--- src/design/lfc_pkg.sv ---
// Purpose: shared constants and types for the linefeed state control block
// Assumes: 8-bit register port, 20 MHz clk, synchronous active-low reset
// Notes: register offsets are byte addresses on the plain register port
package lfc_pkg;

    // register offsets
    localparam logic [7:0] LFC_ADDR_AUTO   = 8'h43;
    localparam logic [7:0] LFC_ADDR_STATE  = 8'h44;
    localparam logic [7:0] LFC_ADDR_OHV    = 8'h4C;
    localparam logic [7:0] LFC_ADDR_ALARM  = 8'h50;
    localparam logic [7:0] LFC_ADDR_THRESH = 8'h51;

    // field positions
    localparam int LFC_BIT_LOOP_AUTO  = 0;
    localparam int LFC_BIT_RING_AUTO  = 1;
    localparam int LFC_BIT_ALARM_AUTO = 2;
    localparam int LFC_BIT_SIGN       = 6;

    // values after reset
    localparam logic [7:0] LFC_RST_AUTO   = 8'h00;
    localparam logic [7:0] LFC_RST_OHV    = 8'h20;
    localparam logic [7:0] LFC_RST_THRESH = 8'h80;

    // linefeed states, codes fixed by the line state field
    typedef enum logic [3:0] {
        LFC_OPEN     = 4'h0,
        LFC_FWD_ACT  = 4'h1,
        LFC_FWD_OHT  = 4'h2,
        LFC_TIP_OPEN = 4'h3,
        LFC_RINGING  = 4'h4,
        LFC_REV_ACT  = 4'h5,
        LFC_REV_OHT  = 4'h6,
        LFC_RING_OPN = 4'h7,
        LFC_FWD_IDLE = 4'h9,
        LFC_REV_IDLE = 4'hD,
        LFC_CALIB    = 4'hE
    } lfc_state_t;

    // true for the eleven defined codes
    function automatic logic lfc_valid(input logic [3:0] code);
        lfc_valid = (code != 4'h8) && (code != 4'hA) && (code != 4'hB)
                    && (code != 4'hC) && (code != 4'hF);
    endfunction

endpackage

--- src/design/lfc_drive.sv ---
// Purpose: registered decode of the actual line state into drive controls
// Assumes: state comes from logic on clk
// Notes: outputs follow the state one clock later
`timescale 1ns/1ps
`default_nettype none
module lfc_drive
    import lfc_pkg::*;
(
    input  wire logic       clk,
    input  wire logic       reset_n,
    input  wire lfc_state_t state,
    input  wire logic       batt_mode,
    output var  logic       tip_drive_en,
    output var  logic       ring_drive_en,
    output var  logic       tip_positive,
    output var  logic       ring_positive,
    output var  logic       audio_power_en,
    output var  logic       ringing_en,
    output var  logic       calib_en,
    output var  logic       dcdc_en,
    output var  logic       batt_switch_en,
    output var  logic       batt_high_sel
);
    logic [9:0] next_ctl;
    logic [6:0] lead;

    // per-state lead map: tip, ring, tip+, ring+, audio, ringing, calib
    always_comb begin
        case (state)
            LFC_OPEN:     lead = 7'b0000000;
            LFC_FWD_ACT:  lead = 7'b1110100;
            LFC_FWD_OHT:  lead = 7'b1110100;
            LFC_TIP_OPEN: lead = 7'b0100000;
            LFC_RINGING:  lead = 7'b1100010;
            LFC_REV_ACT:  lead = 7'b1101100;
            LFC_REV_OHT:  lead = 7'b1101100;
            LFC_RING_OPN: lead = 7'b1000000;
            LFC_FWD_IDLE: lead = 7'b1110000;
            LFC_REV_IDLE: lead = 7'b1101000;
            LFC_CALIB:    lead = 7'b1100001;
            default:      lead = 7'b0000000;
        endcase
        // supply mode from the battery pin; high battery select also needs the ringing state
        next_ctl = {lead, !batt_mode, batt_mode,
                    batt_mode && (state == LFC_RINGING)};
    end

    always_ff @(posedge clk) begin
        if (!reset_n) begin
            {tip_drive_en, ring_drive_en, tip_positive, ring_positive,
             audio_power_en, ringing_en, calib_en, dcdc_en,
             batt_switch_en, batt_high_sel} <= 10'h000;
        end else begin
            {tip_drive_en, ring_drive_en, tip_positive, ring_positive,
             audio_power_en, ringing_en, calib_en, dcdc_en,
             batt_switch_en, batt_high_sel} <= next_ctl;
        end
    end
endmodule // lfc_drive
`default_nettype wire

--- src/design/lfc_sync.sv ---
// Purpose: two-flop synchroniser for pin inputs
// Assumes: inputs are asynchronous levels
// Notes: the first stage feeds only the second stage
`timescale 1ns/1ps
`default_nettype none
module lfc_sync #(
    parameter int W = 1
) (
    input  wire logic         clk,
    input  wire logic         reset_n,
    input  wire logic [W-1:0] async_in,
    output var  logic [W-1:0] sync_out
);
    logic [W-1:0] stage1;

    // plain double flop, reset clears both stages
    always_ff @(posedge clk) begin
        if (!reset_n) begin
            stage1   <= '0;
            sync_out <= '0;
        end else begin
            stage1   <= async_in;
            sync_out <= stage1;
        end
    end
endmodule // lfc_sync
`default_nettype wire

--- src/design/lfc_top.sv ---
// Purpose: linefeed state register, automatic transitions, power alarms
// Assumes: power readings and ring burst come from logic on clk
// Notes: detector pins and the battery pin are synchronised here
//
// Local design decision: the plain strobed port.
`timescale 1ns/1ps
`default_nettype none
module lfc_top
    import lfc_pkg::*;
#(
    parameter int NPOS = 3
) (
    input  wire logic            clk,
    input  wire logic            reset_n,
    input  wire logic [7:0]      addr,
    input  wire logic [7:0]      wr_data,
    input  wire logic            wr_en,
    input  wire logic            rd_en,
    output var  logic [7:0]      rd_data,
    input  wire logic            ring_trip_pin,
    input  wire logic            loop_closed_pin,
    input  wire logic            battery_mode_pin,
    input  wire logic            ring_burst,
    input  wire logic [NPOS*8-1:0] tip_power,
    input  wire logic [NPOS*8-1:0] ring_power,
    output var  logic            tip_drive_en,
    output var  logic            ring_drive_en,
    output var  logic            tip_positive,
    output var  logic            ring_positive,
    output var  logic            audio_power_en,
    output var  logic            ringing_en,
    output var  logic            calib_en,
    output var  logic            dcdc_en,
    output var  logic            batt_switch_en,
    output var  logic            batt_high_sel
);
    logic [2:0]      pins_s;
    logic            trip_s;
    logic            loop_s;
    logic            mode_s;
    lfc_state_t      line_state_field;
    lfc_state_t      next_line_state_field;
    lfc_state_t      actual_state_shadow;
    logic [7:0]      auto_transition_control;
    logic [7:0]      next_auto;
    logic [7:0]      onhook_voltage_setting;
    logic [7:0]      next_ohv;
    logic [7:0]      thresh [NPOS];
    logic [7:0]      next_thresh [NPOS];
    logic [2*NPOS-1:0] alarm_flags;
    logic [2*NPOS-1:0] next_alarm_flags;
    logic [2*NPOS-1:0] over;
    logic [2*NPOS-1:0] over_q;
    logic            alarm_rise;
    logic [7:0]      next_rd_data;
    logic            rev;
    lfc_state_t      auto_act;
    lfc_state_t      auto_idle;
    logic            st_wr;

    // pins cross into clk through two flops before any use
    lfc_sync #(
        .W        (3)
    ) u_sync (
        .clk      (clk),
        .reset_n  (reset_n),
        .async_in ({ring_trip_pin, loop_closed_pin, battery_mode_pin}),
        .sync_out (pins_s)
    );
    assign {trip_s, loop_s, mode_s} = pins_s;

    // both leads of one position compare against one shared threshold
    for (genvar i = 0; i < NPOS; i++) begin : g_cmp
        assign over[i]      = tip_power[i*8 +: 8] > thresh[i];
        assign over[NPOS+i] = ring_power[i*8 +: 8] > thresh[i];
    end

    // a new alarm is any transistor crossing into overload
    assign alarm_rise = |(over & ~over_q);

    // polarity for automatic moves comes from the sign bit only
    assign rev       = onhook_voltage_setting[LFC_BIT_SIGN];
    assign auto_act  = rev ? LFC_REV_ACT : LFC_FWD_ACT;
    assign auto_idle = rev ? LFC_REV_IDLE : LFC_FWD_IDLE;
    assign st_wr     = wr_en && (addr == LFC_ADDR_STATE);

    // shadow shows ringing or on-hook transmission across cadence
    always_comb begin
        actual_state_shadow = line_state_field;
        if (line_state_field == LFC_RINGING && !ring_burst) begin
            actual_state_shadow = rev ? LFC_REV_OHT : LFC_FWD_OHT;
        end
    end

    // programmed state: power alarm beats software, software beats autos
    always_comb begin
        next_line_state_field = line_state_field;
        if (st_wr) begin
            if (lfc_valid(wr_data[3:0])) begin
                // written code is taken as is, variant included
                next_line_state_field = lfc_state_t'(wr_data[3:0]);
            end
            // undefined codes leave the field alone
        end else if (auto_transition_control[LFC_BIT_RING_AUTO]
                     && line_state_field == LFC_RINGING && trip_s) begin
            next_line_state_field = auto_act;
        end else if (auto_transition_control[LFC_BIT_LOOP_AUTO]) begin
            case (line_state_field)
                LFC_FWD_OHT, LFC_REV_OHT, LFC_FWD_IDLE, LFC_REV_IDLE,
                LFC_TIP_OPEN, LFC_RING_OPN: begin
                    if (loop_s) begin
                        next_line_state_field = auto_act;
                    end
                end
                LFC_FWD_ACT, LFC_REV_ACT: begin
                    if (!loop_s) begin
                        next_line_state_field = auto_idle;
                    end
                end
                default: begin
                    next_line_state_field = line_state_field;
                end
            endcase
        end
        // protecting the transistors outranks everything else
        if (auto_transition_control[LFC_BIT_ALARM_AUTO] && alarm_rise) begin
            next_line_state_field = LFC_OPEN;
        end
    end

    always_ff @(posedge clk) begin
        if (!reset_n) begin
            line_state_field <= LFC_OPEN;
        end else begin
            line_state_field <= next_line_state_field;
        end
    end

    // software-written registers; shadow bits are read only
    always_comb begin
        next_auto = auto_transition_control;
        next_ohv  = onhook_voltage_setting;
        for (int i = 0; i < NPOS; i++) begin
            next_thresh[i] = thresh[i];
            if (wr_en && addr == LFC_ADDR_THRESH + 8'(i)) begin
                next_thresh[i] = wr_data;
            end
        end
        if (wr_en && addr == LFC_ADDR_AUTO) begin
            next_auto = wr_data;
        end
        if (wr_en && addr == LFC_ADDR_OHV) begin
            next_ohv = wr_data;
        end
    end

    always_ff @(posedge clk) begin
        if (!reset_n) begin
            auto_transition_control <= LFC_RST_AUTO;
            onhook_voltage_setting  <= LFC_RST_OHV;
            for (int i = 0; i < NPOS; i++) begin
                thresh[i] <= LFC_RST_THRESH;
            end
        end else begin
            auto_transition_control <= next_auto;
            onhook_voltage_setting  <= next_ohv;
            for (int i = 0; i < NPOS; i++) begin
                thresh[i] <= next_thresh[i];
            end
        end
    end

    // one sticky bit per transistor, write one to clear, set wins
    always_comb begin
        next_alarm_flags = alarm_flags;
        if (wr_en && addr == LFC_ADDR_ALARM) begin
            next_alarm_flags = alarm_flags & ~wr_data[2*NPOS-1:0];
        end
        next_alarm_flags = next_alarm_flags | over;
    end

    always_ff @(posedge clk) begin
        if (!reset_n) begin
            alarm_flags <= '0;
            over_q      <= '0;
        end else begin
            alarm_flags <= next_alarm_flags;
            over_q      <= over;
        end
    end

    // read data stand in the cycle after the strobe, unmapped reads zero
    always_comb begin
        next_rd_data = 8'h00;
        if (rd_en) begin
            case (addr)
                LFC_ADDR_AUTO:  next_rd_data = auto_transition_control;
                LFC_ADDR_STATE: next_rd_data = {actual_state_shadow,
                                                line_state_field};
                LFC_ADDR_OHV:   next_rd_data = onhook_voltage_setting;
                LFC_ADDR_ALARM: next_rd_data = 8'(alarm_flags);
                default: begin
                    for (int i = 0; i < NPOS; i++) begin
                        if (addr == LFC_ADDR_THRESH + 8'(i)) begin
                            next_rd_data = thresh[i];
                        end
                    end
                end
            endcase
        end
    end

    always_ff @(posedge clk) begin
        if (!reset_n) begin
            rd_data <= 8'h00;
        end else begin
            rd_data <= next_rd_data;
        end
    end

    // lead controls decoded from the actual state, supply controls from the battery pin (high select also from state)
    lfc_drive u_drive (
        .clk            (clk),
        .reset_n        (reset_n),
        .state          (actual_state_shadow),
        .batt_mode      (mode_s),
        .tip_drive_en   (tip_drive_en),
        .ring_drive_en  (ring_drive_en),
        .tip_positive   (tip_positive),
        .ring_positive  (ring_positive),
        .audio_power_en (audio_power_en),
        .ringing_en     (ringing_en),
        .calib_en       (calib_en),
        .dcdc_en        (dcdc_en),
        .batt_switch_en (batt_switch_en),
        .batt_high_sel  (batt_high_sel)
    );
endmodule // lfc_top
`default_nettype wire

--- config.mk ---
export PLATFORM = sky130hd
export DESIGN_NAME = lfc_top
export DESIGN_NICKNAME = d
export VERILOG_FILES = /design/src/design/lfc_pkg.sv /design/src/design/lfc_drive.sv /design/src/design/lfc_sync.sv /design/src/design/lfc_top.sv
export SDC_FILE = /design/constraint.sdc
export NUM_CORES = 1
export LEC_CHECK = 0
export BUFFER_PORTS_ARGS = -buffer_cell sky130_fd_sc_hd__buf_2
export CAP_MARGIN = 5
export CELL_PAD_IN_SITES_DETAIL_PLACEMENT = 1
export CELL_PAD_IN_SITES_GLOBAL_PLACEMENT = 1
export CORE_ASPECT_RATIO = 1.4
export CORE_MARGIN = 3
export CORE_UTILIZATION = 40
export CTS_CLUSTER_DIAMETER = 150
export DETAILED_ROUTE_END_ITERATION = 8
export PLACE_DENSITY = 0.8
export SLEW_MARGIN = 20
export SYNTH_ARGS = -nofsm -noshare
export SYNTH_HDL_FRONTEND = slang
export SYNTH_SLANG_ARGS = --single-unit
--- constraint.sdc ---
create_clock -name clk -period 3.1 [get_ports clk]
set_input_delay 0.31 -clock clk [delete_from_list [all_inputs] [get_ports clk]]
set_output_delay 0.31 -clock clk [all_outputs]
set_load 0.01 [all_outputs]
-- Word level (Yosys, flattened, before mapping)
Memory sizes are Yosys's and may differ from the RTL's. A register that Yosys moved wholly into a read port is not among the register bits.
Cells that the tools add are included.
- muxes and demuxes: 24
- multipliers: 0
- add/subtract/negate cells: 0
- reductions and logical operators: 27
- divide/modulo/power cells: 0
- order comparisons: 6
- bitwise operators: 9
- shift-type cells: 0
- equality and inequality tests: 25
- operators by type and width (cell ; number):
    $mux 8 ; 9
    $eq 8x7->1 const B ; 7
    $gt 8x8->1 ; 6
    $pmux 8 s4 ; 1
    $mux 4 ; 7
    $ne 4x4->1 const B ; 6
    $eq 4x3->1 const B ; 5
    $logic_and 1x1->1 ; 16
    $and 6x6->6 ; 2
    $not 6->6 ; 2
    $reduce_or 6->1 ; 2
    $mux 3 ; 3
    $eq 4x2->1 const B ; 2
    $eq 4x4->1 const B ; 2
    $pmux 4 s2 ; 1
    $mux 6 ; 1
    $or 6x6->6 ; 1
    $reduce_and 5->1 ; 1
    $eq 4x1->1 const B ; 1
    $ne 4x3->1 const B ; 1
    $reduce_bool 4->1 ; 1
    $reduce_or 2->1 ; 2
    $logic_not 1->1 ; 3
    $or 1x1->1 ; 3
    other kinds (5) ; 6
- memories kept: 2
- output and inout port bits: 18
- word-level logic and storage cells: 104
- bits in latches: 0
- input bits: 72
- register bits after elaboration: 49
- ROM bits: 112
- RAM bits: 24
- memory list (memory ; depth ; width ; read ports ; clocked after memory_dff ; write ports ; line ; text):
    (no name shown) ; 16 ; 7 ; 1 ; 1 ; 0 ; lfc_drive.sv:29 ; case (state)
    thresh ; 3 ; 8 ; 3 ; 0 ; 3 ; lfc_top.sv:48 ; logic [7:0] thresh [NPOS];

-- Depth between registers and ports, before layout
Gate-level depths: netlist of run 1.
- depth in word-level cells: 7
- depth in mapped cells: 8
- mapped depth without buffers: 8

-- By module
From an unflattened synthesis of run 1, not the netlist that was laid out.
- cells, all modules: 526
- area, all modules: 4585.6 sq um
- modules (own cells, without submodules) (module ; area each (sq um) ; times used ; cells an instance ; sequential area each (sq um)):
    lfc_top ; 4016.4 ; 1 ; 475 ; 1281.2
    lfc_drive ; 411.6 ; 1 ; 39 ; 200.2
    lfc_sync ; 157.7 ; 1 ; 12 ; 120.1

-- Least setup slack after synthesis of run 1
No wires, ideal clock.
- kind: register to register
- from: mem thresh[0][7]
- to: reg line_state_field[0]
- arrival time: 2060 ps
- setup slack: 962 ps
- required time: 3022 ps
- stages on the path, launching flop included: 9
- library setup time: 78 ps
- path buffers: 0
- clock period less this slack: 2138 ps
- cells stage by stage: dfxtp_1 > inv_1 > ha_1 > nand4_1 > nand2b_1 > and3b_1 > or4_1 > o41a_1 > nor3_1
- RTL lines (item ; line ; text):
    from (decl) ; lfc_top.sv:48 ;
    to (signal assigned) ; lfc_top.sv:135 ; line_state_field <= next_line_state_field;
    to (decl) ; lfc_top.sv:41 ; lfc_state_t line_state_field;

==> results by group, run 1 <==
Status
  • Status: complete, no violations

Power and ir drop
  • Worst VDD drop: approximately 0.00021 V
  • Overall Power: 2459 µW
  • Static Leak: between 0.002 and 0.003 µW
  • Power Dens Cells: 459.1 mW/mm²

Finish
  • Layout Cells excl Fill: 724
  • Fillcell total: 1,314
  • Fraction of layout cells with a size suffix above 1: 21.10%
  • Seq. cell area: approximately 0.0016 mm²
  • Nets: 700
  • N_diodes: 0
  • Post-route design area: 0.005356 mm²
  • Multi-input logic area: 0.002673 mm²
  • Area growth syn-to-layout: 19.35%

Yosys
  • Most frequent cell after synthesis: dfxtp_1
  • Mapped Area: 0.004488 mm²
  • Syn Inst Count: 500
  • Synth top area share: a little over a third
  • Post-synth ARST share: 0%
  • Post-synth top flop: dfxtp_1
  • Sequential fraction of the synthesis area: between 30% and 40%
  • Post-synth EDFFs: 0
  • Seq cells post-synth: 80
  • Mapped Avg Cell Area: 8.976 µm²
  • Yosys warns: 0
  • Syn nets: 621
  • Post-synth top area cell: dfxtp_1
  • Synth top cells by count: dfxtp_1 (80), ha_1 (49), nand2_1 (47), nor2_1 (38), mux2i_1 (36)
  • Synth top area cells: dfxtp_1 (36%), ha_1 (14%), mux2i_1 (8.0%)
  • Distinct cell type count after synthesis: 47

Setup path
  • R2R depth: 8
  • CP cell instances: inv_1, ha_1, nand4_1, nand2b_1, and3b_1, or4_1, o41a_1, a211oi_1
  • CP Max Fanout: 4
  • Worst R2R Start: thresh[0][6]
  • Worst R2R End: line_state_field[2]
  • Crit Path Category: reg2reg
  • Critical Path Sink: line_state_field[2]
  • Arrival @ worst endpoint: 2840 ps
  • Crit path required time: between 3000 and 4000 ps
  • CP Launch Type: register
  • CP peak stage delay: 500 ps
  • Setup crit start: thresh[0][6]
  • CP endpoint kind: register
  • CP max-delay cell: or4_1
  • R2r setup slk: ~500 ps

STA
  • RSZ-0062 raised after global routing: false
  • Crit share post-route: 83.95%
  • Clk_skew: 4.630 ps
  • Final-report hold violation count: 0
  • Fmax: around 380 MHz
  • Final setup violation count: 0
  • Pins Over Slew Limit: 0
  • Worst slew margin: between 40% and 50%
  • Setup_tns: 0 ps
  • Final critical-path required period: 2603 ps
  • Worst Tran Pin Value: between 700 and 800 ps

Routing
  • Wire length per cell: 18.92 µm
  • WL final: 13,700 µm
  • Drt drc: 0
  • Total number of vias: 4,090
  • Pre-antenna DRT Iters: 5
  • DR iter-0 viols: 163
  • Via/cell ratio: 5.649
  • Final ANT Viol Nets: 0

Floorplan
  • Starting Density: 41.09%
  • CORE AREA: 0.01092 mm²
  • Die height: 131.3 µm
  • Row cnt: 45
  • IO Count: 90
  • Die ar.: 0.01255 mm²
  • Die W: 95.53 µm

Clock tree
  • Clk buf depth: 2
  • CTS Root Cell: clkbuf_16
  • CTS Hold Bufs: 0
  • Clk sink count: 80
  • CTS tree: yes
  • Number of H-tree levels: 3
  • Clock slew at reported path FFs: ~60 ps
  • Post-cts sizing count: 0
  • Number of post-CTS setup repair buffers: 0
  • Worst skew pair latency: 340 ps
  • Num CTS Buffers: 9

Placed design
  • Placed cell area: 0.005035 mm²
  • Post-DP HPWL: 10,420 µm
  • Buffers on Ports: 89
  • Placed insts: ~710
  • GP Congestion: between 0.8 and 0.9

Worst hold path
  • Min-delay src: loop_closed_pin
  • Hold Path Class: in2reg

Global route
  • Gr ovfl total: 0
  • First-pass GRT wire length: 21,620 µm
  • Largest net degree at the start of global routing: 49
  • Antenna violations before repair: 0
  • Total track usage: 22.19%
  • Vias in the first global route: 4,365

Run
  • Max cap viols: 0
power by group:
group          switching [µW]  internal, µW  total, µW
logic                     132           110        243
clock network             413           744       1160
registers                10.8          1050       1060
metrics by stage:
| stage | hold WS [ps] | setup WS [ps] | utilization (%) |
|---|---|---|---|
| global placement | 418.2 | 684.4 | 46.09 |
| finish | 180.4 | 497.5 | 49.04 |
| detailed placement | 421.2 | 551.2 | 46.09 |
| CTS | 178.3 | 525.7 | 49.04 |
| global route | 180.3 | 399.8 | 49.04 |
| floorplan | 406.6 | 962.1 | - |
flip-flops by register name, summed over array words and instances (netlist names):
| name | cells |
|---|---|
| u_drive.ring_positive | 1 |
| alarm_flags | 6 |
| u_drive.tip_positive | 1 |
| onhook_voltage_setting | 8 |
| auto_transition_control | 8 |
| u_drive.batt_high_sel | 1 |
| u_drive.audio_power_en | 1 |
| u_sync.stage1 | 3 |
| u_drive.tip_drive_en | 1 |
| u_drive.dcdc_en | 1 |
| u_sync.sync_out | 3 |
| over_q | 6 |
| u_drive.ringing_en | 1 |
| u_drive.calib_en | 1 |
| thresh | 24 |
| line_state_field | 4 |
| u_drive.batt_switch_en | 1 |
| u_drive.ring_drive_en | 1 |
| rd_data | 8 |
kinds of logic after synthesis:
family | synth area share, %
adder cells (fa/ha/maj) | 13.66
buffers and inverters | 4.767
flip-flops | 35.68
AO/OA/AOI/OAI | 15.00
AND/OR/NAND/NOR | 19.35
multiplexers | 11.54
placed cells by master, fill, tap and decap left out, types with 6 or more instances in the layout:
cell,n
ha_1,49
nand2_1,47
o21ai_0,9
nor3_1,8
nor2b_1,20
dfxtp_1,80
nand4_1,11
mux2i_1,36
and4_1,7
and2_1,8
clkbuf_16,9
a21boi_0,9
inv_1,33
a31oi_1,6
a21oi_1,31
mux4_2,6
nor2_1,38
o211ai_1,9
buf_2,89
nand3_1,15
area by class of cell:
| cell class | instances | area share, % |
|---|---|---|
| clock buffers | 12 | 4.789 |
| clock inverters | 3 | 1.215 |
| inverters | 33 | 2.313 |
| multi-input cells | 364 | 49.89 |
| flip-flops and latches | 80 | 29.90 |
| well taps | 141 | 3.294 |
| repair buffers | 91 | 8.596 |
worst min path at each step:
stage	slack (ps)	endpoint	cells past startpoint
2_1_floorplan	410	u_drive.dcdc_en	1
4_1_cts	180	u_sync.stage1[2]	2
3_5_place_dp	420	u_sync.sync_out[2]	1
5_1_grt	180	u_sync.stage1[1]	2
6_report	180	u_sync.stage1[1]	2
3_3_place_gp	420	u_sync.sync_out[2]	1
routing by layer:
| layer | GRT usage [%] | wire [µm] | vias to the layer above | share of wire [%] |
|---|---|---|---|---|
| met3 | 2.234 | 506 | 30 | 3.7 |
| li1 | - | - | 1953 | - |
| met2 | 41.47 | 7486 | 106 | 55 |
| met1 | 24.25 | 5275 | 2001 | 39 |
| met5 | 0 | 0 | - | 0 |
| met4 | 9.810 | 428 | 0 | 3.1 |
worst max-delay path, delay by kind of cell (launching register included):
family | cells | cell delay (ps)
AO/OA/AOI/OAI | 2 | 650
adder cells (fa/ha/maj) | 1 | 320
buffers and inverters | 1 | 120
flip-flops | 1 | 360
AND/OR/NAND/NOR | 4 | 1050
(Power assumes the default switching activity.)
==> inputs of run 2 (changes only) <==
Clock period 3.1 ns to 2.68 ns, I/O delays scaled along.
==> results by group, run 2 (same netlist as run 1, synthesis figures left out) <==
Routing
  • Wire length per cell: 19.19 µm
  • Drt drc: 0
  • Total number of vias: between 4,000 and 5,000
  • DR iter-0 viols: 153
  • Via/cell ratio: 5.762
  • Final ANT Viol Nets: 0
  • Pre-antenna DRT Iters: 5
  • WL final: 14,030 µm

Placed design
  • Buffers on Ports: 89
  • Post-DP HPWL: 10,710 µm
  • Placed insts: 715
  • Placed cell area: between 0.005 and 0.006 mm²
  • DP Worst Slack: 186.4 ps
  • GP Congestion: ~0.84

Clock tree
  • CTS Hold Bufs: 0
  • CTS Root Cell: clkbuf_16
  • Clk sink count: 80
  • Worst skew pair latency: 340 ps
  • Num CTS Buffers: 9
  • CTS tree: yes
  • Clock slew at reported path FFs: around 60 ps
  • Clk buf depth: 2
  • Number of H-tree levels: 3

Setup path
  • Crit Path Category: reg2reg
  • Worst R2R End: line_state_field[2]
  • Count of buffer and inverter cells on the critical path: 1
  • Crit path required time: between 2000 and 3000 ps
  • CP cell instances: inv_1, ha_1, nor2b_1, o211ai_1, a211oi_1, or4_1, o41a_1, a211oi_1
  • CP Launch Type: register
  • Most frequent CP cell: a211oi_1
  • R2r setup slk: 110 ps
  • Crit path max-delay family: compound AO/OA/AOI/OAI gates
  • R2R depth: 8
  • Worst R2R Start: thresh[0][9]
  • CP endpoint kind: register
  • CP peak stage delay: 580 ps
  • CP Max Fanout: 4
  • Arrival @ worst endpoint: 2820 ps
  • CP max-delay cell: or4_1

Floorplan
  • Die ar.: between 0.01 and 0.015 mm²
  • Die height: 131.3 µm
  • IO Count: 90
  • Die W: about 96 µm
  • Row cnt: 45
  • CORE AREA: 0.01092 mm²
  • Starting Density: 41.09%

STA
  • Worst Tran Pin Value: 715.1 ps
  • RSZ-0062 raised after global routing: false
  • Final critical-path required period: between 2000 and 3000 ps
  • PnR worst setup slack: about 110 ps
  • Clk_skew: 3.186 ps
  • Fmax: 388.6 MHz
  • Final setup violation count: 0
  • Final-report hold violation count: 0
  • Crit share post-route: 96.03%
  • Setup_tns: 0 ps
  • Pins Over Slew Limit: 0
  • Worst slew margin: 51.96%

Global route
  • Total track usage: a little under a quarter
  • Vias in the first global route: 4,477
  • Gr ovfl total: 0
  • First-pass GRT wire length: 22,270 µm
  • Largest net degree at the start of global routing: between 40 and 50
  • Antenna violations before repair: 0

Finish
  • Post-route design area: 0.005405 mm²
  • Fraction of layout cells with a size suffix above 1: between 20% and 30%
  • Register name with the most flops: thresh
  • Most common cell after layout, fill and taps aside: buf_2
  • Nets: 706
  • N_diodes: 0
  • Max reg flops: 24
  • Layout Cells excl Fill: 731
  • Most frequent cells in the layout: buf_2 (89), dfxtp_1 (80), ha_1 (49), nand2_1 (47), nor2_1 (38)
  • Area growth syn-to-layout: 20.43%

Worst hold path
  • Hold path depth: 2
  • Hold worst-path end: u_sync.stage1[1]
  • Min-delay src: loop_closed_pin
  • Hold Path Class: in2reg

Power and ir drop
  • Power Dens Cells: 524.9 mW/mm²
  • Static Leak: 0.002544 µW
  • Worst VDD drop: 0.0003286 V

Status
  • Status: complete, no violations

Run
  • Max cap viols: 0
[run 2: cell types whose count changed in the layout (fill, tap and decap cells not counted), sizes merged]
cell and delta:
buf +6, clkbuf +1
[run 2: power breakdown]
group          total [µW]  switching (µW)  leakage, µW  internal (µW)
clock network        1320             483     0.000154            841
logic                 287             156      0.00174            131
registers            1230            13.1     0.000649           1210
total                2840             652      0.00254           2190
[run 2: area by class of cell]
| type | count | area (µm²) |
|---|---|---|
| fill | 1317 | 5518 |
| multi-input combinational | 364 | 2683 |
| sequential | 80 | 1602 |
| timing repair buffer | 97 | 505.5 |
| clock buffer | 13 | 250.2 |
| tap | 141 | 176.4 |
| inverter | 33 | 123.9 |
| clock inverter | 3 | 65.06 |
[run 2: how the worst max path moves through the flow]
stage	from	to	slack, ps	depth (start not counted)
2_1_floorplan	thresh[0][7]	line_state_field[0]	540	8
3_3_place_gp	thresh[0][9]	line_state_field[0]	300	8
3_5_place_dp	thresh[0][9]	line_state_field[0]	190	8
4_1_cts	thresh[0][9]	line_state_field[0]	140	8
5_1_grt	thresh[0][5]	line_state_field[0]	20	8
6_report	thresh[0][9]	line_state_field[2]	110	8
[run 2: what timing repair did]
item / in CTS / in global routing
endpoints found under the setup margin: 0 / 2
setup buffers: 0 / 0
gates resized for setup: 0 / 2
[run 2: metal layers]
layer  global-route usage [%]  part of all wire (%)
met1                    25.23                    38
met2                    41.70                    55
met3                    3.150                   3.6
met4                    10.36                   3.5
met5                        0                     0
[run 2: per-stage QoR]
| step | util, % | total power [µW] | hold WS, ps |
|---|---|---|---|
| floorplan | - | 1407 | 393.1 |
| global placement | 46.51 | 1517 | 420.2 |
| detailed placement | 46.51 | 1536 | 428.1 |
| CTS | 49.39 | 2852 | 130.2 |
| global route | 49.48 | 2941 | 139.4 |
| finish | 49.48 | 2837 | 134.5 |
==> inputs of run 3 (changes only) <==
Settings changed: GPL_ROUTABILITY_DRIVEN set to 0.
Clock period 2.68 ns to 3.33 ns, I/O delays scaled along.
==> results by group, run 3 (same netlist as run 1, synthesis figures left out) <==
Setup path
  • Crit path max-delay family: compound AO/OA/AOI/OAI gates
  • CP Launch Type: register
  • Arrival @ worst endpoint: 2750 ps
  • Most frequent CP cell: a211oi_1
  • Crit path required time: 3590 ps
  • CP cell instances: inv_1, ha_1, nor2b_1, o211ai_1, a211oi_1, or4_1, o41a_1, a211oi_1
  • CP peak stage delay: 570 ps
  • Count of buffer and inverter cells on the critical path: 1
  • CP Max Fanout: 4
  • CP endpoint kind: register
  • Crit Path Category: reg2reg
  • CP max-delay cell: or4_1
  • R2r setup slk: around 840 ps

Finish
  • Area growth syn-to-layout: 18.57%
  • Register name with the most flops: thresh
  • Max reg flops: 24
  • Most common cell after layout, fill and taps aside: buf_2
  • Nets: 700
  • Most frequent cells in the layout: buf_2 (89), dfxtp_1 (80), ha_1 (49), nand2_1 (47), nor2_1 (38)
  • Fraction of layout cells with a size suffix above 1: between 20% and 30%
  • N_diodes: 0

Power and ir drop
  • Clock share of power: 44.6%
  • Static Leak: 0.002501 µW
  • Power Dens Cells: 410.6 mW/mm²
  • Logic pwr share: 10.3%
  • Sw frac: 24.37%
  • Worst VDD drop: 0.0002524 V
  • Sequential Power Share: 45.2%
  • P_int: 1653 µW
  • Psw: between 500 and 600 µW

STA
  • Final-report hold violation count: 0
  • Clk_skew: 5.309 ps
  • PnR worst setup slack: 835.6 ps
  • Final critical-path required period: approximately 2500 ps
  • RSZ-0062 raised after global routing: false
  • Worst slew margin: 45.42%
  • Setup_tns: 0 ps
  • Worst Tran Pin Value: between 800 and 900 ps
  • Crit share post-route: about three quarters
  • Final setup violation count: 0
  • Fmax: 400.9 MHz
  • Pins Over Slew Limit: 0

Clock tree
  • Clk buf depth: 2
  • Num CTS Buffers: 9
  • CTS Hold Bufs: 0
  • Clk sink count: 80
  • Number of H-tree levels: 3
  • Number of post-CTS setup repair buffers: 0
  • CTS Root Cell: clkbuf_16
  • Post-cts sizing count: 0
  • Worst skew pair latency: 340 ps
  • Clock slew at reported path FFs: 60 ps
  • CTS tree: yes

Global route
  • First-pass GRT wire length: 21,230 µm
  • Gr ovfl total: 0
  • Vias in the first global route: roughly 4,200
  • Total track usage: 21.84%
  • Largest net degree at the start of global routing: 49
  • Antenna violations before repair: 0

Status
  • Status: complete, no violations

Routing
  • Wire length per cell: 18.58 µm
  • WL final: 13,450 µm
  • Final ANT Viol Nets: 0
  • Pre-antenna DRT Iters: 4
  • DR iter-0 viols: roughly 170
  • Total number of vias: 4,083
  • Via/cell ratio: 5.640
  • Drt drc: 0

Floorplan
  • Die height: 131.3 µm
  • IO Count: 90
  • CORE AREA: 0.01092 mm²
  • Starting Density: 41.09%
  • Die ar.: 0.01255 mm²
  • Row cnt: 45
  • Die W: 95.53 µm

Worst hold path
  • Hold Path Class: in2reg

Run
  • Max cap viols: 0

Placed design
  • Post-DP HPWL: 10,330 µm
  • Buffers on Ports: 89
  • DP Worst Slack: around 840 ps
==> run 3: power by group through the flow <==
stage | clock, µW | combinational [µW] | sequential (µW)
detailed placement | 0 | 225 | 1010
finish | 973 | 225 | 987
global placement | 0 | 210 | 1010
global route | 1030 | 251 | 988
CTS | 981 | 227 | 987
floorplan | 0 | 129 | 1000
==> run 3: worst paths after layout <==
path	startpoint	endpoint	depth (start not counted)
worst max-delay path	thresh[0][9]	line_state_field[2]	8
worst min-delay path	ring_trip_pin	u_sync.stage1[2]	2
worst max register to register	thresh[0][9]	line_state_field[2]	8
worst min register to register	u_sync.stage1[0]	u_sync.sync_out[0]	1
==> run 3: cell type report <==
| type | instances | area, µm² |
|---|---|---|
| clock buffers | 9 | 225.2 |
| flip-flops and latches | 80 | 1602 |
| clock inverters | 6 | 61.31 |
| repair buffers | 91 | 460.4 |
| well taps | 141 | 176.4 |
| fillers | 1316 | 5602 |
| inverters | 33 | 123.9 |
| multi-input cells | 364 | 2673 |
==> run 3: per-stage QoR <==
step	power [µW]	hold WS (ps)	util, %	cells	instance area [µm²]
floorplan	1132	406.6	-	500	4488
global placement	1217	419.3	46.09	709	5035
detailed placement	1232	423.2	46.09	709	5035
CTS	2195	193.6	48.72	724	5321
global route	2271	196.7	48.72	724	5321
finish	2185	198.4	48.72	724	5321
==> run 3: routing by layer <==
metal	share of wire [%]	global-route usage, %	vias up
met1	38	23.74	1996
met5	0	0	-
li1	-	-	1959
met3	3.5	3.093	29
met2	55	40.50	99
met4	3.3	9.335	0
